[src/shared/ubt_pkg.sv]
package ubt_pkg;
    // register decode
    localparam logic [7:0] UBT_BUF_ADDR   = 8'h99;
    localparam logic [7:0] UBT_BUF_PAGE   = 8'h01;
    localparam logic [7:0] UBT_BUF_RESET  = 8'h00;
    localparam logic [7:0] UBT_UNMAPPED   = 8'h00;

    // baud timer clock selection
    localparam logic [1:0] UBT_PSC_DIV12  = 2'h0;
    localparam logic [1:0] UBT_PSC_DIV4   = 2'h1;
    localparam logic [1:0] UBT_PSC_DIV48  = 2'h2;
    localparam logic [1:0] UBT_PSC_EXT8   = 2'h3;
    localparam int         UBT_DIV12      = 12;
    localparam int         UBT_DIV4       = 4;
    localparam int         UBT_DIV48      = 48;
    localparam logic [2:0] UBT_EXT_LAST   = 3'h7;
    localparam logic [5:0] UBT_PSC_RESET  = 6'h00;
    localparam logic [7:0] UBT_TMR_RESET  = 8'h00;
    localparam logic [7:0] UBT_TMR_TOP    = 8'hFF;

    // frame lengths in bit times, start and stop included
    localparam logic [3:0] UBT_FRAME8     = 4'hA;
    localparam logic [3:0] UBT_FRAME9     = 4'hB;
    localparam logic [3:0] UBT_STOP_LEFT  = 4'h1;

    typedef enum logic [1:0] {
        UBT_TX_IDLE,
        UBT_TX_SHIFT
    } ubt_tx_e;

    typedef enum logic [1:0] {
        UBT_RX_IDLE,
        UBT_RX_START,
        UBT_RX_DATA
    } ubt_rx_e;
endpackage

[src/verilog/ubt_buf2.sv]
`timescale 1ns/100ps
module ubt_buf2
    import ubt_pkg::*;
#(
    parameter int W     = 8,
    parameter int DEPTH = 2
) (
    input  wire logic         ref_clk,
    input  wire logic         sys_rst,
    input  wire logic         in_valid,
    output logic              in_ready,
    input  wire logic [W-1:0] in_data,
    output logic              out_valid,
    input  wire logic         out_ready,
    output logic      [W-1:0] out_data
);
    if (DEPTH != 2) begin : g_chk
        $error("ubt_buf2 supports exactly two entries");
    end

    typedef struct packed {
        logic [W-1:0] e0;
        logic [W-1:0] e1;
        logic [1:0]   cnt;
    } ubt_buf_s;

    ubt_buf_s st_r;
    ubt_buf_s st_nxt;
    logic     push;
    logic     pop;

    assign in_ready  = (st_r.cnt != 2'h2);
    assign out_valid = (st_r.cnt != 2'h0);
    assign out_data  = st_r.e0;
    assign push      = in_valid & in_ready;
    assign pop       = out_valid & out_ready;

    always_comb begin
        st_nxt = st_r;
        if (pop) begin
            st_nxt.e0 = st_r.e1;
        end
        if (push) begin
            // new word lands behind whatever survives the pop
            if ((st_r.cnt == 2'h0) || (st_r.cnt == 2'h1 && pop)) begin
                st_nxt.e0 = in_data;
            end else begin
                st_nxt.e1 = in_data;
            end
        end
        st_nxt.cnt = st_r.cnt + {1'b0, push} - {1'b0, pop};
    end

    always_ff @(posedge ref_clk) begin
        if (sys_rst) begin
            st_r <= '0;
        end else begin
            st_r <= st_nxt;
        end
    end
endmodule // ubt_buf2

[src/verilog/ubt_top.sv]
`timescale 1ns/100ps
// Function
// - one buffer address: writes feed the transmitter, reads return the receive latch
// - writing the buffer alone starts transmission of that byte
// - reading the buffer returns the most recently accepted received byte
// - buffer sits at address 0x99 page 1, eight bits, resets to zero
// - timer clock: direct system clock, or divide 12, 4, 48, external/8
// - eight-bit auto-reload timer; bit time is two overflow periods
// - external/8 path counts rising external clock edges, used only when the direct system clock is not selected
// - baud rate is timer clock over 256 minus reload, halved
// - frame: start, eight data LSB first, optional ninth bit, stop
// - latch loads only if receive flag clear and checked bit passes
// - transmit flag set at stop start; flags sticky; either raises interrupt
module ubt_top
    import ubt_pkg::*;
#(
    parameter int TMR_W = 8
) (
    input  wire logic       ref_clk,
    input  wire logic       sys_rst,
    input  wire logic [7:0] sfr_addr,
    input  wire logic [7:0] sfr_page,
    input  wire logic       sfr_wr,
    input  wire logic       sfr_rd,
    input  wire logic [7:0] sfr_wdata,
    output logic      [7:0] sfr_rdata,
    output logic            sfr_wr_ready,
    input  wire logic       frame_width_select,
    input  wire logic       multiproc_stop_check_enable,
    input  wire logic       receiver_enable,
    input  wire logic       transmit_ninth_bit,
    input  wire logic [1:0] timer_prescale_select,
    input  wire logic       timer_clock_direct_select,
    input  wire logic [7:0] baud_timer_reload_byte,
    input  wire logic       external_clock_input,
    input  wire logic       transmit_done_clear,
    input  wire logic       receive_done_clear,
    input  wire logic       port_irq_enable,
    output logic            transmit_done_flag,
    output logic            receive_done_flag,
    output logic            receive_ninth_bit,
    output logic            port_irq,
    output logic            serial_transmit_pin,
    input  wire logic       serial_receive_pin
);
    if (TMR_W != 8) begin : g_chk
        $error("ubt_top baud timer must be eight bits wide");
    end

    typedef struct packed {
        logic [5:0]  psc_cnt;
        logic        ext_prev;
        logic [2:0]  ext_cnt;
        logic [7:0]  tmr;
        ubt_tx_e     tx_st;
        logic [10:0] tx_sh;
        logic [3:0]  tx_bits;
        logic        tx_half;
        logic        tx_pin;
        logic        ti;
        ubt_rx_e     rx_st;
        logic [9:0]  rx_sh;
        logic [3:0]  rx_bits;
        logic        rx_half;
        logic [7:0]  latch;
        logic        rb8;
        logic        ri;
        logic [7:0]  rdata;
    } ubt_state_s;

    ubt_state_s st_r;
    ubt_state_s st_nxt;

    logic       buf_hit;
    logic       wr_hit;
    logic       txq_valid;
    logic       txq_ready;
    logic [7:0] txq_data;
    logic       tick;
    logic       ovf;

    // divide ratio minus one for the internal prescaler
    function automatic logic [5:0] psc_last(input logic [1:0] sel);
        case (sel)
            UBT_PSC_DIV4:  psc_last = 6'(UBT_DIV4 - 1);
            UBT_PSC_DIV48: psc_last = 6'(UBT_DIV48 - 1);
            default:       psc_last = 6'(UBT_DIV12 - 1);
        endcase
    endfunction

    assign buf_hit = (sfr_addr == UBT_BUF_ADDR) && (sfr_page == UBT_BUF_PAGE);
    assign wr_hit  = sfr_wr & buf_hit;

    // transmit bytes wait here while a frame is shifting
    ubt_buf2 #(
        .W     (8),
        .DEPTH (2)
    ) u_txq (
        .ref_clk   (ref_clk),
        .sys_rst   (sys_rst),
        .in_valid  (wr_hit),
        .in_ready  (sfr_wr_ready),
        .in_data   (sfr_wdata),
        .out_valid (txq_valid),
        .out_ready (txq_ready),
        .out_data  (txq_data)
    );

    assign txq_ready = (st_r.tx_st == UBT_TX_IDLE);

    always_comb begin
        st_nxt = st_r;
        tick   = 1'b0;
        ovf    = 1'b0;

        // timer clock source
        st_nxt.ext_prev = external_clock_input;
        if (timer_clock_direct_select) begin
            tick = 1'b1;
        end else if (timer_prescale_select == UBT_PSC_EXT8) begin
            if (external_clock_input & ~st_r.ext_prev) begin
                st_nxt.ext_cnt = st_r.ext_cnt + 3'h1;
                tick           = (st_r.ext_cnt == UBT_EXT_LAST);
            end
        end else begin
            if (st_r.psc_cnt >= psc_last(timer_prescale_select)) begin
                st_nxt.psc_cnt = UBT_PSC_RESET;
                tick           = 1'b1;
            end else begin
                st_nxt.psc_cnt = st_r.psc_cnt + 6'h01;
            end
        end

        // auto-reload timer, one overflow per half bit
        if (tick) begin
            if (st_r.tmr == UBT_TMR_TOP) begin
                st_nxt.tmr = baud_timer_reload_byte;
                ovf        = 1'b1;
            end else begin
                st_nxt.tmr = st_r.tmr + 8'h01;
            end
        end

        // transmitter
        case (st_r.tx_st)
            UBT_TX_IDLE: begin
                if (txq_valid) begin
                    st_nxt.tx_st   = UBT_TX_SHIFT;
                    st_nxt.tx_sh   = {1'b1, frame_width_select ? transmit_ninth_bit : 1'b1,
                                      txq_data, 1'b0};
                    st_nxt.tx_bits = frame_width_select ? UBT_FRAME9 : UBT_FRAME8;
                    st_nxt.tx_half = 1'b0;
                    st_nxt.tx_pin  = 1'b0;
                end
            end
            UBT_TX_SHIFT: begin
                if (ovf) begin
                    st_nxt.tx_half = ~st_r.tx_half;
                    if (st_r.tx_half) begin
                        // two overflows make one bit time
                        if (st_r.tx_bits == UBT_STOP_LEFT) begin
                            st_nxt.tx_st  = UBT_TX_IDLE;
                            st_nxt.tx_pin = 1'b1;
                        end else begin
                            st_nxt.tx_sh   = {1'b1, st_r.tx_sh[10:1]};
                            st_nxt.tx_pin  = st_r.tx_sh[1];
                            st_nxt.tx_bits = st_r.tx_bits - 4'h1;
                        end
                    end
                end
            end
            default: begin
                st_nxt.tx_st  = UBT_TX_IDLE;
                st_nxt.tx_pin = 1'b1;
            end
        endcase
        // transmit flag: hardware set wins over a same-cycle clear
        st_nxt.ti = ((st_r.tx_st == UBT_TX_SHIFT) && ovf && st_r.tx_half &&
                     (st_r.tx_bits == UBT_STOP_LEFT + 4'h1)) |
                    (st_r.ti & ~transmit_done_clear);

        // receiver
        st_nxt.ri = st_r.ri & ~receive_done_clear;
        case (st_r.rx_st)
            UBT_RX_IDLE: begin
                if (receiver_enable && !serial_receive_pin) begin
                    st_nxt.rx_st = UBT_RX_START;
                end
            end
            UBT_RX_START: begin
                // first overflow lands within half a bit: check start is still low
                if (ovf) begin
                    st_nxt.rx_st   = serial_receive_pin ? UBT_RX_IDLE : UBT_RX_DATA;
                    st_nxt.rx_bits = (frame_width_select ? UBT_FRAME9 : UBT_FRAME8) - 4'h1;
                    st_nxt.rx_half = 1'b0;
                end
            end
            UBT_RX_DATA: begin
                if (ovf) begin
                    st_nxt.rx_half = ~st_r.rx_half;
                    if (st_r.rx_half) begin
                        st_nxt.rx_sh   = {serial_receive_pin, st_r.rx_sh[9:1]};
                        st_nxt.rx_bits = st_r.rx_bits - 4'h1;
                        if (st_r.rx_bits == UBT_STOP_LEFT) begin
                            st_nxt.rx_st = UBT_RX_IDLE;
                            // checked bit is the ninth bit, or the stop bit in 8-bit frames
                            if (!st_r.ri && (!multiproc_stop_check_enable ||
                                (frame_width_select ? st_nxt.rx_sh[8]
                                                    : serial_receive_pin))) begin
                                st_nxt.latch = frame_width_select ? st_nxt.rx_sh[7:0]
                                                                  : st_nxt.rx_sh[8:1];
                                st_nxt.rb8   = frame_width_select ? st_nxt.rx_sh[8]
                                                                  : serial_receive_pin;
                                st_nxt.ri    = 1'b1;
                            end
                        end
                    end
                end
            end
            default: st_nxt.rx_st = UBT_RX_IDLE;
        endcase
        if (!receiver_enable) begin
            st_nxt.rx_st = UBT_RX_IDLE;
        end

        // register read port
        if (sfr_rd) begin
            st_nxt.rdata = buf_hit ? st_r.latch : UBT_UNMAPPED;
        end
    end

    always_ff @(posedge ref_clk) begin
        if (sys_rst) begin
            st_r        <= '0;
            st_r.tx_st  <= UBT_TX_IDLE;
            st_r.rx_st  <= UBT_RX_IDLE;
            st_r.tx_pin <= 1'b1;
            // high, so a clock already high at release gives no false edge
            st_r.ext_prev <= 1'b1;
            st_r.tmr    <= UBT_TMR_RESET;
            st_r.latch  <= UBT_BUF_RESET;
            st_r.rdata  <= UBT_BUF_RESET;
        end else begin
            st_r <= st_nxt;
        end
    end

    assign sfr_rdata           = st_r.rdata;
    assign transmit_done_flag  = st_r.ti;
    assign receive_done_flag   = st_r.ri;
    assign receive_ninth_bit   = st_r.rb8;
    assign serial_transmit_pin = st_r.tx_pin;
    assign port_irq            = port_irq_enable & (st_r.ti | st_r.ri);
endmodule // ubt_top

[config.mk]
export PLATFORM = sky130hd
export DESIGN_NAME = ubt_top
export DESIGN_NICKNAME = d
export VERILOG_FILES = /design/src/shared/ubt_pkg.sv /design/src/verilog/ubt_buf2.sv /design/src/verilog/ubt_top.sv
export SDC_FILE = /design/constraint.sdc
export NUM_CORES = 1
export LEC_CHECK = 0
export ABC_AREA = 1
export BUFFER_PORTS_ARGS = -buffer_cell sky130_fd_sc_hd__buf_2
export CORE_MARGIN = 2
export CORE_UTILIZATION = 55
export CTS_BUF_LIST = sky130_fd_sc_hd__clkbuf_4
export DETAILED_ROUTE_END_ITERATION = 8
export GPL_TIMING_DRIVEN = 0
export MAX_ROUTING_LAYER = met4
export PLACE_DENSITY = 0.75
export SLEW_MARGIN = 10
export SYNTH_ARGS = -nofsm -noshare
export SYNTH_HDL_FRONTEND = slang
export SYNTH_SLANG_ARGS = --single-unit
[constraint.sdc]
create_clock -name ref_clk -period 3.15 [get_ports ref_clk]
set_clock_uncertainty 0.05 [all_clocks]
set_input_delay 0.4725 -clock ref_clk [delete_from_list [all_inputs] [get_ports ref_clk]]
set_output_delay 0.4725 -clock ref_clk [all_outputs]
set_load 0.02 [all_outputs]
Yosys cells after proc, flatten, opt, wreduce, memory -nomap -nowiden. Cells that the tools add are included.

Register bits: 91. Output and inout port bits: 14. Input port bits: 48. Word-level logic and storage cells: 147.

Bitwise logic cells: 18. Reduce and logical (&&, ||, !) cells: 31. $lt $le $gt $ge: 1. Mux-type cells: 43. Eq/ne operators: 25. Add/sub/neg operators: 8.

Operators with widths (number): two-way mux 8 bit (6); two-way mux 19 bit (2); two-way mux 16 bit (2); case mux 16 bit (2 select lines) (1); two-way mux 10 bit (3); two-way mux 27 bit (1); inequality test 2 bit, second input constant (10); two-way mux 6 bit (3); two-way mux 17 bit (1); == test 8 bit, second input constant (2); two-way mux 15 bit (1); AND reduction 3 bit (5); AND reduction 5 bit (3); two-way mux 1 bit (12); case mux 6 bit (2 select lines) (1); subtractor 4 x 1 -> 4 bit, second input constant (3); two-way mux 2 bit (5); case mux 5 bit (2 select lines) (1); inverter 1 bit (9); adder 8 x 1 -> 8 bit, second input constant (1); == test 2 x 1 -> 1 bit, second input constant (4); == test 4 x 1 -> 1 bit, second input constant (2); == test 8 x 1 -> 1 bit, second input constant (1); AND reduction 4 bit (2); 22 further kinds (45).

Longest topological paths before layout.
Depth in word-level cells: 13. Gate-level depth with buffers: 16. Depth with buffers taken out: 15.

Modules after synthesis. A second synthesis with hierarchy kept.

Cell total of the unflattened synthesis: 674. Area total of the unflattened synthesis: 4694.5 um^2.

By module, submodules not included: ubt_top (area each 3689.8 um^2, cells each 522, times used 1); ubt_buf2 (area each 1004.7 um^2, cells each 152, times used 1).

Least setup slack after synthesis. Ideal clock, no wire load.

Kind: input to register. Start: input timer_prescale_select[0]. End: register st_r[38] (netlist name). Library setup time: 0.113 ns. Arrival time: 1.836 ns. Data required time: 2.987 ns. Stages on the path: 15. Path slack: 1.151 ns. Cell sequence: inv_1 -> nand2_1 -> ha_1 -> nand2_1 -> nand2_1 -> nand2_1 -> nand2_1 -> nand2_1 -> nand2_1 -> nand3_4 -> nand2_2 -> nand3_2 -> buf_2 -> nor2_1 -> nor2_1.

Longest elaborated chain between the ends: 11. Elaborated cells on any way between the ends: 13. Those cells by class: 1 x order compare; 4 x eq/ne; 7 x mux; 1 x reduce/logical.

Ends and longest elaborated chain: from (decl) (RTL line ubt_top.sv:32) `input wire logic [1:0] timer_prescale_select,`; == test 2 bit / == test 2 x 1 -> 1 bit (equally long branches) (RTL line ubt_top.sv:84) `case (sel)`; case mux 6 bit (2 select lines) (RTL line ubt_top.sv:84); two-way mux 6 bit (RTL line ubt_top.sv:120) `end else if (timer_prescale_select == UBT_PSC_EXT8) begin`; two-way mux 6 bit (RTL line ubt_top.sv:118) `if (timer_clock_direct_select) begin`; greater-or-equal comparator 6 bit (RTL line ubt_top.sv:126) `if (st_r.psc_cnt >= psc_last(timer_prescale_select)) begin`; two-way mux 1 bit (RTL line ubt_top.sv:126); two-way mux 1 bit (*) (RTL line ubt_top.sv:120); two-way mux 1 bit (*) (RTL line ubt_top.sv:118); two-way mux 1 bit (*) (RTL line ubt_top.sv:135) `if (tick) begin`; inequality test 2 bit (no line) (*); AND reduction 5 bit (no line) (*); to (signal assigned) (RTL line ubt_top.sv:244) `st_r <= st_nxt;`; to (decl) (RTL line ubt_top.sv:71) `ubt_state_s st_r;`.

Every way passes the cells marked *; elsewhere a longest branch is shown, timed or not. The select of a mux whose other input is x is not followed. A chain may end at the register's enable or synchronous reset.

Worst setup path in the final report.
Start: register u_txq.st_r[1] (netlist name). End: register u_txq.st_r[1] (netlist name).

Longest elaborated chain between the ends: 4. Elaborated cells on any way between the ends: 6. Those cells by class: 2 x add/sub; 1 x eq/ne; 2 x bitwise; 1 x reduce/logical.

Ends and longest elaborated chain: from (decl) (RTL line ubt_buf2.sv:27) `ubt_buf_s st_r;`; from (signal assigned) (RTL line ubt_buf2.sv:58) `st_r <= st_nxt;`; inequality test 2 bit (RTL line ubt_buf2.sv:32) `assign in_ready = (st_r.cnt != 2'h2);`; AND 1 bit (RTL line ubt_buf2.sv:35) `assign push = in_valid & in_ready;`; adder 2 x 1 -> 2 bit (RTL line ubt_buf2.sv:51) `st_nxt.cnt = st_r.cnt + {1'b0, push} - {1'b0, pop};`; subtractor 2 x 1 -> 2 bit (*) (RTL line ubt_buf2.sv:51).

Every way passes the cells marked *; elsewhere a longest branch is shown, timed or not.

==> impl_summary.md <==
Drt
After detailed routing, the number of vias per cell comes to 5.278. The first routing iteration left 226 violations. The count of nets left with antenna violations after detail routing is 0. The iteration count of the initial detailed-routing pass is 5.

In the final routed layout, each cell accounts on average for 12.78 µm. The vias after detailed routing is 4381. The routed design has 10.60 mm of wire. After detailed routing, the number of remaining DRC violations is 0.

Setup path
The largest delay contributor family on the critical path is buffers and inverters. The data required time at the worst endpoint is 3480 ps. The data arrival at the endpoint of the critical path is 2510 ps. Along the worst path, the maximum fanout reaches 10. On the worst path, the slowest cell contributes a delay of 390 ps. The type of element capturing the critical path is a flip-flop. The critical path goes through inv_1 -> a21oi_4 -> clkbuf_1 -> ha_1 -> inv_1 -> ha_1 -> xor2_1 -> o21ai_0 -> a21oi_1.

STA classifies the critical path startpoint as a flip-flop. The critical path class is reg -> reg. The cell at the slowest stage of the critical path is dfxtp_1. The number of buffers and inverters on the critical path is 3.

Power and ir drop
The worst-case IR drop observed on VDD is 0.0002325 V. The power density over the cells is 531.5 mW/mm². The reported leakage power is 2.234 nW.

Placement
The routability congestion estimate from global placement is 0.9134. Detailed placement finished with a half-perimeter wire length of 7.972 mm. The count of input and output buffers is 59. The cell total after placement is 814.

Yosys
Summing every instance area after synthesis gives 0.004513 mm². The post-synthesis cell type count is 39. In the synthesized netlist the async set-or-reset flop fraction comes to 0%.

Yosys printed 0 warnings. By area the synthesized netlist is led by dfxtp_1 (39%), nand2_1 (11%), o21ai_0 (7.8%), nor2_1 (7.1%), inv_1 (6.8%). The number of enable flip-flop cells after synthesis is 0.

The synthesized design spends more area on one cell type than any other, namely dfxtp_1. Yosys instantiated no cell more often than nand2_1. In the synthesized netlist, the cells that appear most often are nand2_1 (133), dfxtp_1 (88), nor2_1 (85), inv_1 (82), o21ai_0 (70).

Synthesis produced 650 cells. Synthesis inferred 88 register bits. In the synthesized netlist the dominant register cell turns out to be dfxtp_1. The share of the synthesized area in the top cell type is 39.04%. After synthesis, flip-flops and latches occupy 39.04% of the total area. In this run the mean area of a mapped cell was 6.943 µm². The number of nets produced by synthesis is 712.

GRT
The global routing usage summed across all routing layers is 25.59%. The via count of the first global-routing pass is 4000. The overflow left after global routing is 0. The wire length of the first global-routing pass is 17.87 mm. The initial antenna violation count is 0. Entering global routing, the biggest net connects 17 pins.

Clocking
The TritonCTS clock tree is yes. The number of buffers added to fix hold violations after cts is 0. For the worst-skew pair, the clock arrives at the later sink with an insertion delay of 440 ps.

In this run the deepest clock path goes through 2 buffers. TritonCTS created 9 clock buffers. The clock slew seen by the registers of the worst setup and hold paths is 140 ps. The clock root buffer is clkbuf_4. The clock drives 88 sinks.

CTS built an H-tree with a depth of 3. The number of buffers added for setup after CTS is 0. The number of gates resized after CTS was 0.

Timing
After routing, the total negative slack on setup checks comes to 0 ps. Setup violations remaining at the end of the flow were counted as 0. The final cycle utilization of the critical path is 69.36%. The pin slew with the least headroom to its limit is 628.6 ps. Setup repair after global routing left no endpoint under its margin. The final-report max-slew violation count is 0. The clock period could shrink to 2185 ps.

Measured against its own limit, the worst slew margin works out to 57.91%. Derived from the worst setup path, the maximum achievable clock frequency is 457.7 MHz. The number of hold-slack violations in the final timing report is 0.

Outcome
The run finished with clean final reports.

Layout
After the flow finishes, the layout carries non-filler instances totaling 830. The final-stage net count is 782. The post-route netlist has 15.17% of its cells at a drive strength greater than 1. The antenna diode instance count is 0. The growth of design area from synthesis to finish is 13.17%.

Die
The core area is 0.008093 mm². 62 I/O pins were placed. The floorplan has 33 rows.

The floorplan die width is 94.59 µm. The effective utilization at floorplan is 55.77%. The floorplan step defined a die boundary enclosing 0.008946 mm². The vertical die dimension is 94.59 µm.

Run
The max-capacitance violation count is 0.

Min path
The class of the tightest hold or removal check is in -> reg.
-- layer usage --
| layer | track usage, % | up-vias | part of all wire, % |
|---|---|---|---|
| met5 | - | - | 0 |
| met2 | 42.74 | 144 | 47 |
| met1 | 31.71 | 1978 | 45 |
| met4 | 9.058 | 0 | 1.6 |
| met3 | 3.671 | 17 | 6.1 |
| li1 | - | 2242 | - |
-- flip-flops by register name, indices dropped and copies added (netlist names) --
name,flops
u_txq.st_r,10
transmit_done_flag,1
sfr_rdata,8
receive_ninth_bit,1
u_txq.out_data,8
receive_done_flag,1
st_r,58
serial_transmit_pin,1
-- worst paths after layout --
kind,startpoint,endpoint,slack (ps),depth (start not counted)
max reg2reg,u_txq.st_r[1]$_SDFF_PP0_,u_txq.st_r[1]$_SDFF_PP0_,970,9
min reg2reg,st_r[24]$_SDFFE_PP0P_,st_r[24]$_SDFFE_PP0P_,410,2
min,sfr_wdata[2],u_txq.out_data[2]$_SDFF_PP0_,220,3
max,u_txq.st_r[1]$_SDFF_PP0_,u_txq.st_r[1]$_SDFF_PP0_,970,9
-- final cells by class --
class / instances / area (µm²)
Timing Repair Buffer: 59 / 295.3
Sequential cell: 88 / 1762
Multi-Input combinational cell: 447 / 2268
Clock buffer: 9 / 67.56
Tap cell: 105 / 131.4
Fill cell: 776 / 2985
Inverter: 84 / 316.6
Buffer: 31 / 166.4
Clock inverter: 7 / 100.1
-- report_power, final --
group	switching, mW	internal, mW
logic	0.480	0.246
registers	0.0588	1.18
clock network	0.413	0.332
-- through the flow --
step	instance area, µm²	worst slack (ps)	power (mW)	utilization, %	hold WS [ps]
floorplan	4513	1151	1.787	-	374.0
global placement	4940	738.4	1.957	61.04	386.8
detailed placement	4940	694.2	1.983	61.04	391.4
CTS	5107	974.3	2.717	63.11	213.2
global route	5107	755.3	2.875	63.11	219.9
finish	5107	965.3	2.714	63.11	223.3
-- cell usage in the layout (no fill, tap or decap), drive strengths merged --
cell type	netlist	layout
bufinv	0	2
nand4	27	27
inv	82	86
a31oi	8	8
clkbuf	16	25
xor2	2	2
clkinv	2	3
o31ai	1	1
nor2	88	88
ha	14	14
a311oi	1	1
nand3	25	25
buf	15	74
nand2	136	136
o211ai	2	2
xnor2	5	5
o21bai	1	1
a21oi	51	51
o22ai	2	2
a21boi	1	1
o21ai	71	71
or2	4	4
o21a	2	2
nand3b	1	1
nor3	1	1
nor3b	3	3
o211a	1	1
dfxtp	88	88
-- cell families (layout without fill, tap and decap cells) --
kind of cell	after synthesis	count (layout)	share of synthesized area, %
AO/OA/AOI/OAI	141	141	16.91
XOR/XNOR	7	7	1.358
adder cells (fa/ha/maj)	14	14	3.881
buffers and inverters	115	190	10.70
flip-flops	88	88	39.04
AND/OR/NAND/NOR	285	285	28.11
-- tightest hold or removal path: cells and delay by family --
kind                   cells  cell delay [ps]
buffers and inverters      1               80
and+or+nand+nor            2              120
No activity file was read; power rests on OpenSTA's default activity.
